==> src/design/hbp_pkg.sv <==
// Package for the hub host port: constants, states and carrier structs
package hbp_pkg;
   // ----------------------------------------
   // Bus constants
   // ----------------------------------------
   localparam logic [6:0] TARGET_ADDR    = 7'h55;  // Fixed 7-bit target address
   localparam int         FIFO_DEPTH     = 8;      // Bytes in each direction
   localparam int         CLK_HZ         = 50_000_000;
   localparam int         SPIKE_NS       = 75;     // Widest spike rejected
   localparam int         CLK_NS         = 20;
   // Longest time rounds down, at least one cycle
   localparam int         SPIKE_CYC      = (SPIKE_NS / CLK_NS) < 1 ? 1 : (SPIKE_NS / CLK_NS);
   localparam int         FILT_LEN       = SPIKE_CYC + 1; // Samples that must agree
   localparam logic [3:0] FIFO_CNT_RESET = 4'h0;

   // ----------------------------------------
   // Protocol states, one-hot
   // ----------------------------------------
   typedef enum logic [6:0] {
      ST_IDLE  = 7'b000_0001,  // Waiting for start
      ST_ADDR  = 7'b000_0010,  // Shifting address byte
      ST_AACK  = 7'b000_0100,  // Driving address acknowledge
      ST_WRX   = 7'b000_1000,  // Receiving write data
      ST_WACK  = 7'b001_0000,  // Driving data acknowledge
      ST_RTX   = 7'b010_0000,  // Sending read data
      ST_RACK  = 7'b100_0000   // Sampling controller acknowledge
   } hbp_state_type;

   // Pin bundle for the open-drain clock and data lines
   typedef struct packed {
      logic sclIn;
      logic sdaIn;
   } hbp_pins_type;

   // Byte stream with handshake
   typedef struct packed {
      logic       valid;
      logic [7:0] data;
   } hbp_byte_type;
endpackage : hbp_pkg

==> src/design/hbp_host_port.sv <==
// Host-facing target port: reset and boot strap capture, spike filter, fixed-address target, byte FIFOs
`timescale 1ns/1ps

// Functional notes
// - Held in reset while external reset low
// - Reset hold clears state, drive and FIFOs; release then runs
// - Attention low at release selects bootloader
// - One target at 0x55, repeated start
// - Fast-mode bus up to 400kbps
// - Spike filter on clock and data
// - Eight-byte receive FIFO
// - Eight-byte transmit FIFO
// - Bootloader accepts images over host link
module hbp_host_port #(
   parameter logic [6:0] TargetAddr = hbp_pkg::TARGET_ADDR,
   parameter int         Depth      = hbp_pkg::FIFO_DEPTH,
   parameter int         FiltLen    = hbp_pkg::FILT_LEN
) (
   input  wire logic                 clk_sys,
   input  wire logic                 sys_rst,
   input  wire logic                 externalResetLow,      // Active low external reset
   input  wire logic                 motionIrqBootStrap,    // Strap sampled at release
   input  wire logic                 motionSelectBootStrap, // Strap sampled at release
   input  wire logic                 hostAttentionLine,     // Attention from host, low asserts
   input  wire hbp_pkg::hbp_pins_type pins,                 // Bus line levels
   output logic                      sdaOe,                 // High while pulling data low
   output logic                      sdaOut,                // Always low when enabled
   output logic                      sclOe,                 // Clock never stretched
   output logic                      sclOut,
   output logic                      coreRun,               // Device out of reset
   output logic                      bootMode,              // Bootloader selected
   output logic                      strapFault,            // Straps both low at release
   output logic                      hostWantsTalk,         // Attention held low
   output hbp_pkg::hbp_byte_type     rxByte,                // Received byte to core
   input  wire logic                 rxReady,               // Core takes rx byte
   input  wire hbp_pkg::hbp_byte_type txByte,               // Byte from core for host
   output logic                      txReady                // Tx FIFO has room
);
   // ----------------------------------------
   // State record
   // ----------------------------------------
   typedef struct packed {
      logic                   inRst;        // Holding reset
      logic                   boot;
      logic                   fault;
      logic [FiltLen-1:0]     sclSh;        // Filter history
      logic [FiltLen-1:0]     sdaSh;
      logic                   sclF;         // Filtered levels
      logic                   sdaF;
      hbp_pkg::hbp_state_type st;
      logic [3:0]             bitCnt;
      logic [7:0]             shift;
      logic                   rd;           // Read transfer
      logic                   drvLow;       // Pulling data low
      logic [Depth-1:0][7:0]  rxMem;        // Receive FIFO storage
      logic [2:0]             rxWp, rxRp;
      logic [3:0]             rxCnt;
      logic [Depth-1:0][7:0]  txMem;        // Transmit FIFO storage
      logic [2:0]             txWp, txRp;
      logic [3:0]             txCnt;
      logic                   nack;         // Refuse current byte
   } hbp_regs_type;

   hbp_regs_type r_reg, r_next;

   // Filtered edges, derived from registered levels
   logic sclRise, sclFall, startCond, stopCond;
   logic sclNew, sdaNew;
   logic rxPush, rxPop, txPush, txPop;

   // ----------------------------------------
   // Next-state logic
   // ----------------------------------------
   always_comb begin
      r_next = r_reg;
      // Shift histories; a level is taken only when all samples agree
      r_next.sclSh = {r_reg.sclSh[FiltLen-2:0], pins.sclIn};
      r_next.sdaSh = {r_reg.sdaSh[FiltLen-2:0], pins.sdaIn};
      sclNew = r_reg.sclF;
      sdaNew = r_reg.sdaF;
      if (&r_reg.sclSh) begin
         sclNew = 1'b1;
      end else if (~|r_reg.sclSh) begin
         sclNew = 1'b0;
      end
      if (&r_reg.sdaSh) begin
         sdaNew = 1'b1;
      end else if (~|r_reg.sdaSh) begin
         sdaNew = 1'b0;
      end
      r_next.sclF = sclNew;
      r_next.sdaF = sdaNew;
      sclRise   = !r_reg.sclF && sclNew;
      sclFall   = r_reg.sclF && !sclNew;
      // Start also serves as repeated start
      startCond = r_reg.sclF && sclNew && r_reg.sdaF && !sdaNew;
      stopCond  = r_reg.sclF && sclNew && !r_reg.sdaF && sdaNew;
      rxPush = 1'b0;
      txPop  = 1'b0;
      // Core side handshakes
      rxPop  = rxByte.valid && rxReady;
      txPush = txByte.valid && txReady;

      // Reset pin held low keeps state, drive and FIFOs cleared
      r_next.inRst = !externalResetLow;
      if (r_reg.inRst && externalResetLow) begin
         // Release: capture straps, then run
         r_next.boot  = !hostAttentionLine;
         r_next.fault = !motionIrqBootStrap && !motionSelectBootStrap;
      end

      unique case (r_reg.st)
         hbp_pkg::ST_IDLE: begin
            r_next.drvLow = 1'b0;
         end
         hbp_pkg::ST_ADDR, hbp_pkg::ST_WRX: begin
            if (sclRise) begin
               r_next.shift  = {r_reg.shift[6:0], r_reg.sdaF};
               r_next.bitCnt = r_reg.bitCnt + 4'h1;
            end
            if (sclFall && r_reg.bitCnt == 4'h8) begin
               r_next.bitCnt = 4'h0;
               if (r_reg.st == hbp_pkg::ST_ADDR) begin
                  if (r_reg.shift[7:1] == TargetAddr) begin
                     r_next.rd     = r_reg.shift[0];
                     r_next.drvLow = 1'b1;
                     r_next.st     = hbp_pkg::ST_AACK;
                  end else begin
                     // Foreign address: stay off the bus until next start
                     r_next.st = hbp_pkg::ST_IDLE;
                  end
               end else begin
                  // Full receive FIFO answers with not-acknowledge unless the core pops a byte in the same cycle
                  r_next.nack   = (r_reg.rxCnt == 4'(Depth)) && !rxPop;
                  r_next.drvLow = !r_next.nack;
                  rxPush        = !r_next.nack;
                  r_next.st     = hbp_pkg::ST_WACK;
               end
            end
         end
         hbp_pkg::ST_AACK, hbp_pkg::ST_WACK: begin
            if (sclFall) begin
               if (r_reg.rd && r_reg.st == hbp_pkg::ST_AACK) begin
                  // Empty transmit FIFO sends all ones
                  r_next.shift  = (r_reg.txCnt != 4'h0) ? r_reg.txMem[r_reg.txRp] : 8'hFF;
                  txPop         = (r_reg.txCnt != 4'h0);
                  r_next.drvLow = !r_next.shift[7];
                  r_next.bitCnt = 4'h0;
                  r_next.st     = hbp_pkg::ST_RTX;
               end else begin
                  r_next.drvLow = 1'b0;
                  r_next.st     = r_reg.nack ? hbp_pkg::ST_IDLE : hbp_pkg::ST_WRX;
               end
            end
         end
         hbp_pkg::ST_RTX: begin
            if (sclFall) begin
               r_next.bitCnt = r_reg.bitCnt + 4'h1;
               if (r_reg.bitCnt == 4'h7) begin
                  r_next.drvLow = 1'b0;
                  r_next.st     = hbp_pkg::ST_RACK;
               end else begin
                  r_next.shift  = {r_reg.shift[6:0], 1'b1};
                  r_next.drvLow = !r_reg.shift[6];
               end
            end
         end
         hbp_pkg::ST_RACK: begin
            if (sclRise) begin
               // Controller not-acknowledge ends the read
               r_next.nack = r_reg.sdaF;
            end
            if (sclFall) begin
               if (r_reg.nack) begin
                  r_next.st = hbp_pkg::ST_IDLE;
               end else begin
                  r_next.shift  = (r_reg.txCnt != 4'h0) ? r_reg.txMem[r_reg.txRp] : 8'hFF;
                  txPop         = (r_reg.txCnt != 4'h0);
                  r_next.drvLow = !r_next.shift[7];
                  r_next.bitCnt = 4'h0;
                  r_next.st     = hbp_pkg::ST_RTX;
               end
            end
         end
         default: begin
            r_next.st = hbp_pkg::ST_IDLE;
         end
      endcase

      // Start and stop override any byte in flight
      if (startCond) begin
         r_next.st     = hbp_pkg::ST_ADDR;
         r_next.bitCnt = 4'h0;
         r_next.drvLow = 1'b0;
         r_next.nack   = 1'b0;
      end else if (stopCond) begin
         r_next.st     = hbp_pkg::ST_IDLE;
         r_next.drvLow = 1'b0;
      end

      // Receive FIFO bookkeeping
      if (rxPush) begin
         r_next.rxMem[r_reg.rxWp] = r_reg.shift;
         r_next.rxWp = r_reg.rxWp + 3'h1;
      end
      if (rxPop) begin
         r_next.rxRp = r_reg.rxRp + 3'h1;
      end
      r_next.rxCnt = r_reg.rxCnt + {3'h0, rxPush} - {3'h0, rxPop};

      // Transmit FIFO bookkeeping
      if (txPush) begin
         r_next.txMem[r_reg.txWp] = txByte.data;
         r_next.txWp = r_reg.txWp + 3'h1;
      end
      if (txPop) begin
         r_next.txRp = r_reg.txRp + 3'h1;
      end
      r_next.txCnt = r_reg.txCnt + {3'h0, txPush} - {3'h0, txPop};
   end

   // ----------------------------------------
   // State register
   // ----------------------------------------
   always_ff @(posedge clk_sys) begin
      if (sys_rst) begin
         r_reg       <= '0;
         r_reg.inRst <= 1'b1;
         r_reg.sclSh <= '1;       // Idle bus reads high
         r_reg.sdaSh <= '1;
         r_reg.sclF  <= 1'b1;
         r_reg.sdaF  <= 1'b1;
         r_reg.st    <= hbp_pkg::ST_IDLE;
         r_reg.rxCnt <= hbp_pkg::FIFO_CNT_RESET;
         r_reg.txCnt <= hbp_pkg::FIFO_CNT_RESET;
      end else if (r_reg.inRst) begin
         // State, data drive and FIFO pointers and counts wiped while the pin holds reset
         r_reg       <= r_next;
         r_reg.st    <= hbp_pkg::ST_IDLE;
         r_reg.drvLow <= 1'b0;
         r_reg.rxCnt <= '0;
         r_reg.rxWp  <= '0;
         r_reg.rxRp  <= '0;
         r_reg.txCnt <= '0;
         r_reg.txWp  <= '0;
         r_reg.txRp  <= '0;
      end else begin
         r_reg <= r_next;
      end
   end

   // ----------------------------------------
   // Outputs
   // ----------------------------------------
   assign sdaOe         = r_reg.drvLow;  // Released unless addressed
   assign sdaOut        = 1'b0;
   assign sclOe         = 1'b0;
   assign sclOut        = 1'b0;
   assign coreRun       = !r_reg.inRst;
   assign bootMode      = r_reg.boot;
   assign strapFault    = r_reg.fault;
   assign hostWantsTalk = coreRun && !hostAttentionLine;
   assign rxByte.valid  = coreRun && (r_reg.rxCnt != 4'h0);
   assign rxByte.data   = r_reg.rxMem[r_reg.rxRp];
   assign txReady       = coreRun && (r_reg.txCnt != 4'(Depth));
endmodule // hbp_host_port

==> config.mk <==
export PLATFORM = sky130hd
export DESIGN_NAME = hbp_host_port
export DESIGN_NICKNAME = d
export VERILOG_FILES = /design/src/design/hbp_pkg.sv /design/src/design/hbp_host_port.sv
export SDC_FILE = /design/constraint.sdc
export NUM_CORES = 1
export LEC_CHECK = 0
export BUFFER_PORTS_ARGS = -buffer_cell sky130_fd_sc_hd__clkbuf_2
export CAP_MARGIN = 20
export CORE_MARGIN = 1.5
export CORE_UTILIZATION = 55
export CTS_BUF_LIST = sky130_fd_sc_hd__clkbuf_2
export DETAILED_ROUTE_END_ITERATION = 16
export PLACE_DENSITY = 0.84
export SYNTH_ARGS = -nofsm -noshare
export SYNTH_HDL_FRONTEND = slang
export SYNTH_SLANG_ARGS = --single-unit
==> constraint.sdc <==
create_clock -name clk_sys -period 4 [get_ports clk_sys]
set_clock_uncertainty 0.15 [all_clocks]
set_input_delay 0.4 -clock clk_sys [delete_from_list [all_inputs] [get_ports clk_sys]]
set_output_delay 0.4 -clock clk_sys [all_outputs]
set_load 0.03 [all_outputs]
==> results of run 1 <==
-- report_power, final --
part           internal (mW)  switching [mW]
clock                  0.294           0.646
combinational         0.0353          0.0633
sequential              1.84         0.00704
total                   2.17           0.716
-- worst paths after layout --
kind,start,end,slack [ns],cells past startpoint
worst min register to register,r_reg[142]$_SDFFE_PP0P_,r_reg[142]$_SDFFE_PP0P_,0.32,2
worst min-delay path,externalResetLow,r_reg[182]$_SDFF_PP1_,0.20,3
worst max register to register,r_reg[3]$_SDFF_PP0_,r_reg[11]$_SDFFE_PP0P_,0.74,8
worst max-delay path,r_reg[3]$_SDFF_PP0_,r_reg[11]$_SDFFE_PP0P_,0.74,8
-- critical path, cell delays in order, from the launching register on --
cell	delay, ns
dfxtp_1	0.36
inv_1	0.06
ha_1	0.22
a211oi_2	0.43
nor2b_1	0.73
nand2_1	0.41
nand2_1	0.16
a21oi_1	0.08
dlygate4sd3_1	0.60
-- layer usage --
layer  GRT usage, %  up-vias
met3          4.748       25
met2          39.61      163
met4          7.535        0
li1               -     3310
met5              0        -
met1          29.46     3213
-- cell type report --
| class | instances | area share [%] |
|---|---|---|
| multi-input combinational | 682 | 50.01 |
| sequential | 183 | 39.11 |
| timing repair buffer | 60 | 4.542 |
| tap | 216 | 2.885 |
| clock inverter | 14 | 1.603 |
| clock buffer | 18 | 0.9618 |
| inverter | 22 | 0.8816 |
-- logic make-up (layout without fill, tap and decap cells) --
kind of cell,Yosys count,after routing
fa+ha+maj,20,20
simple gates,388,388
compound gates,141,141
flops,183,183
other cells,1,3
mux,115,115
xor+xnor,15,15
buf+inv,104,114
-- cell usage in the layout (no fill, tap or decap), types with 10 or more instances in the layout --
cell / count
mux2_2: 10
ha_1: 18
dlygate4sd3_1: 21
clkbuf_2: 49
a21oi_1: 96
inv_1: 21
or2_2: 10
nand2_1: 168
nand2b_1: 12
dfxtp_1: 183
mux2i_1: 74
nand3_1: 21
mux4_2: 31
nor2_1: 101
-- repair_timing --
item / 4_1_cts / 5_1_grt
hold buffers: 21 / 0
gates resized for setup: 0 / 0
setup buffers: 0 / 0
endpoints found under the hold margin: 87 / 0
-- stage by stage --
step | worst slack, ns | power, mW
after floorplan | 1.126 | 1.939
after global placement | 1.020 | 1.959
after detailed placement | 0.9382 | 1.960
after CTS | 0.7526 | 2.904
after global routing | 0.4059 | 2.991
final | 0.7397 | 2.882
==> flow_summary_export.csv, run 1 <==
group,metric,value,unit
run_status,outcome,"finished clean",
routing,dr_total_vias,6711,
timing,slew_headroom,29.63,%
critical_path,critPathMaxFanout,12,
yosys,synth-main-ff-cell,"dfxtp_1",
timing,post-route-period-util,81.51,%
routing,highest_layer,"met4",
routing,vias_per_cell,5.616,
clock_tree,clockBufferDepth,2,
placement,place_hpwl,12.78,mm
clock_tree,clockRootBuffer,"clkbuf_2",
global_route,grt_pass1_wl,30.72,mm
routing,drt-met1-wl,7.972,mm
critical_path,end_kind,"flip-flop",
final_layout,finalInstanceArea,9366,um2
clock_tree,htreeDepth,4,
final_layout,synthToLayoutAreaGrowth,6.684,%
floorplanning,rows,46,
floorplanning,start_util,55.88,%
yosys,yosys_warnings,0,
global_route,grt-ovfl-total,0,
floorplanning,dieWidth,129.3,um
yosys,synth_top_family_by_area,"simple AND/OR/NAND/NOR gates",
final_layout,seqCellArea,3664,um2
timing,hold_viol,0,
yosys,postSynth.asyncResetShare,0,%
final_layout,drive_above_1_share,14.30,%
clock_tree,clkTransAtPathRegs,0.24,ns
timing,worst_slew_pin_slew,1.054,ns
timing,period_minus_slack,3.260,ns
final_layout,antenna_cells,0,
clock_tree,cts_made_buffers,17,
power,leakagePower,3.445,nW
timing,max_freq,0.3067,GHz
floorplanning,core_area,15710,um2
final_layout,layoutNonFillerInstCount,1195,
global_route,grt_max_degree,72,
critical_path,cp.arrival,3.80,ns
yosys,yosys.area_share.xor_xnor,1.496,%
routing,wl_per_cell,15.25,um
critical_path,critical_path_class,"reg2reg",
final_layout,fin_util,59.61,%
global_route,grt_pass1_vias,6318,
placement,post_dp_cell_area,8916,um2
routing,ant_nets,0,
critical_path,cp.required,4.54,ns
timing,tns,0,ns
clock_tree,cts_sinks,183,
yosys,synthTopCellsByCount,"dfxtp_1 (183), nand2_1 (168), nor2_1 (101), a21oi_1 (96), mux2i_1 (74)",
clock_tree,clkLatencyLatePin,0.76,ns
routing,dr_wl_met3,819,um
hold_path,min_path_type,"in2reg",
routing,wirelength,18.22,mm
yosys,yosysMostFrequentCell,"dfxtp_1",
yosys,synth_compound_area_share,9.648,%
placement,numPortBuffers,32,
yosys,muxShareOfSynthArea,17.67,%
timing,setup_viol,0,
floorplanning,die_area,16730,um2
yosys,synthSimpleGateAreaFrac,21.39,%
critical_path,startpoint_type,"flip-flop",
floorplanning,die_h,129.3,um
yosys,synth_edf_count,0,
yosys,yosysTopAreaCell,"dfxtp_1",
floorplanning,io_pins,36,
final_layout,final_nets,1004,
yosys,synth_area_leaders,"dfxtp_1 (42%), mux2i_1 (8.4%), mux4_2 (8.0%)",
placement,placed_cells,1142,
routing,drtPass1Iterations,7,
run,maxCapViolations,0,
yosys,synth-seq-cells,183,
timing,drv_slew,0,
final_layout,fill_cells,1333,
timing,rsz0062_at_grt,"no",
power,ir_drop,0.2759,mV
yosys,synth_cell_types,68,
routing,drc_errors,0,
power,power.density,307.7,nW/um2
placement,routabilityCongestion,0.9057,
routing,met2_wirelength,9.163,mm
yosys,synth_top_area_share,41.73,%
final_layout,multi_input_area,4684,um2
yosys,synth_area,8780,um2
yosys,ys_seq_area_share,41.73,%
routing,drt_iter0_drc,372,
global_route,grt.total_usage,23.18,%
timing,holdWs,0.2046,ns
yosys,synth_cells,967,
yosys,yosys.area_share.adder,3.021,%
clock_tree,cts_tree,"done",
final_layout,largest_register_ffs,174,
yosys,syn_avg_cell_area,9.079,um2
global_route,antenna_found_initial,0,
Power figures use the tool's default switching activity.
==> run 2, diff against run 1 <==
--- a/config.mk
+++ b/config.mk
@@ -11,7 +11,7 @@
 export CORE_UTILIZATION = 55
 export CTS_BUF_LIST = sky130_fd_sc_hd__clkbuf_2
 export DETAILED_ROUTE_END_ITERATION = 16
-export PLACE_DENSITY = 0.84
+export PLACE_DENSITY = 0.87
 export SYNTH_ARGS = -nofsm -noshare
 export SYNTH_HDL_FRONTEND = slang
 export SYNTH_SLANG_ARGS = --single-unit
==> constraint.sdc (replaced) <==
create_clock -name clk_sys -period 2.7 [get_ports clk_sys]
set_clock_uncertainty 0.15 [all_clocks]
set_input_delay 0.27 -clock clk_sys [delete_from_list [all_inputs] [get_ports clk_sys]]
set_output_delay 0.27 -clock clk_sys [all_outputs]
set_load 0.03 [all_outputs]
==> run 2 against run 1 <==
  * The run now ends with negative setup slack left
  * Largest power group unchanged
  * Power rose by 47%
  * Via count grew 1.3%
  * Register-to-register slack got worse by 0.62 ns
==> flow_summary_export.csv, run 2 (synthesized netlist as in run 1, its figures left out) <==
group,metric,value,unit
run_status,violations,"negative setup slack",
timing,slew_headroom,56.32,%
power,leakagePower,3.638,nW
placement,numPortBuffers,32,
critical_path,cpPeakStageDelay,0.51,ns
routing,drc_errors,0,
global_route,antenna_found_initial,1,
final_layout,drive_above_1_share,17.64,%
routing,highest_layer,"met4",
floorplanning,die_h,129.3,um
run_status,outcome,"complete, but fails checks",
final_layout,final_nets,1034,
timing,rsz0062_at_grt,"yes",
clock_tree,htreeDepth,4,
timing,period_minus_slack,2.775,ns
placement,placed_cells,1166,
clock_tree,clkLatencyLatePin,0.79,ns
critical_path,cp_cell_sequence,"clkbuf_16 -> mux4_2 -> mux2_2 -> buf_8",
routing,vias_per_cell,5.540,
clock_tree,cts_tree,"done",
critical_path,end_kind,"output port",
final_layout,synthToLayoutAreaGrowth,11.71,%
placement,place_hpwl,13.17,mm
timing,worst_slack,-0.07475,ns
clock_tree,cts_sinks,183,
final_layout,mostFrequentLayoutCells,"dfxtp_1 (179), nand2_1 (168), nor2_1 (100)",
placement,routabilityCongestion,0.9648,
timing,drv_slew,0,
global_route,grt.total_usage,23.77,%
floorplanning,die_area,16730,um2
hold_path,min_path_type,"in2reg",
run,maxCapViolations,0,
timing,holdWs,0.1937,ns
final_layout,layoutNonFillerInstCount,1227,
floorplanning,start_util,55.88,%
routing,wirelength,19.14,mm
final_layout,largest_register_ffs,174,
critical_path,cp.required,2.28,ns
critical_path,critPathMaxFanout,4,
routing,met2_wirelength,9.642,mm
critical_path,path_delay_family,"multiplexers",
global_route,grt_pass1_wl,31.48,mm
final_layout,final_common_cell,"dfxtp_1",
critical_path,cp.arrival,2.35,ns
critical_path,slowest_stage,"mux4_2",
timing,setup_viol,8,
global_route,grt-ovfl-total,0,
critical_path,cp_num_buf_inv,2,
routing,dr_wl_met3,937,um
power,ir_drop,0.4257,mV
timing,post-route-period-util,102.8,%
global_route,grt_pass1_vias,6555,
critical_path,startpoint_type,"flip-flop",
timing,hold_viol,0,
clock_tree,clockRootBuffer,"clkbuf_2",
floorplanning,io_pins,36,
global_route,grt_max_degree,141,
timing,worst_slew_pin_slew,0.6537,ns
routing,dr_total_vias,6797,
floorplanning,dieWidth,129.3,um
power,power.density,431.3,nW/um2
routing,drt-met1-wl,8.284,mm
floorplanning,rows,46,
routing,ant_nets,0,
power,total_power,4.231,mW
floorplanning,core_area,15710,um2
clock_tree,clockBufferDepth,2,
routing,wl_per_cell,15.60,um
critical_path,critical_path_class,"reg2out",
routing,drtPass1Iterations,5,
clock_tree,cts_made_buffers,17,
routing,drt_iter0_drc,534,
clock_tree,clkTransAtPathRegs,0.25,ns
timing,max_freq,0.3604,GHz
run 2: cell types whose count changed in the layout (fill, tap and decap cells not counted), sizes merged:
| cell | before | now |
|---|---|---|
| clkinv | 6 | 4 |
| clkbuf | 49 | 43 |
| dlygate4sd3 | 21 | 22 |
| inv | 24 | 28 |
| diode | 0 | 2 |
| buf | 8 | 42 |
| bufinv | 2 | 1 |
run 2: area by class of cell:
| type | instances | area [um2] |
|---|---|---|
| clock inverter | 15 | 142.6 |
| clock buffer | 17 | 85.08 |
| sequential | 183 | 3671 |
| fill | 1269 | 5904 |
| antenna | 2 | 5.005 |
| inverter | 22 | 82.58 |
| tap | 216 | 270.3 |
| timing repair buffer | 90 | 792.0 |
| multi-input combinational | 682 | 4760 |
run 2: report_power, final:
| group | internal, mW | switching, mW | total [mW] |
|---|---|---|---|
| sequential | 2.72 | 0.0113 | 2.73 |
| clock | 0.356 | 0.990 | 1.35 |
| combinational | 0.0570 | 0.0953 | 0.152 |
| total | 3.13 | 1.10 | 4.23 |
run 2: layer usage:
layer | up-vias | global-route usage (%)
li1 | 3361 | -
met1 | 3236 | 30.15
met2 | 174 | 40.99
met3 | 26 | 4.996
met4 | 0 | 6.874
met5 | - | 0
run 2: stage by stage:
step / worst slack (ns) / TNS [ns] / cell area, um2 / utilization, %
after global routing: -0.2097 / -1.599 / 9808 / 62.42
after global placement: 0.1761 / 0 / 9138 / 58.15
after detailed placement: 0.1104 / 0 / 9138 / 58.15
after floorplan: -0.03139 / -0.03139 / 8828 / -
after CTS: -0.1197 / -0.8954 / 9692 / 61.68
final: -0.07475 / -0.4705 / 9808 / 62.42
run 2: worst reg2reg max path: cells and delay by family (launching register included):
kind,cells,cell delay (ns)
buffers and inverters,2,0.10
xor gates and xnor gates,1,0.16
and+or+nand+nor,4,0.96
adders and majority gates,3,0.71
DFF,1,0.39
run 2: what timing repair did:
item	CTS	global route
hold endpoints to repair	170	0
setup endpoints to repair	8	28
setup buffers	1	2
gates resized for setup	24	16
hold buffers	22	0
cloned	0	2
pin swaps	0	2
run 2: final timing paths:
| path | start | end | slack, ns | depth (start not counted) |
|---|---|---|---|---|
| worst min register to register | r_reg[93]$_SDFFE_PP0P_ | r_reg[93]$_SDFFE_PP0P_ | 0.32 | 2 |
| worst max register to register | r_reg[168]$_SDFFE_PP0P_ | r_reg[3]$_SDFF_PP0_ | 0.12 | 10 |
| worst min-delay path | sys_rst | r_reg[171]$_SDFF_PP1_ | 0.19 | 3 |
| worst max-delay path | r_reg[79]$_SDFFE_PP0P_ | rxByte[2] | -0.07 | 4 |
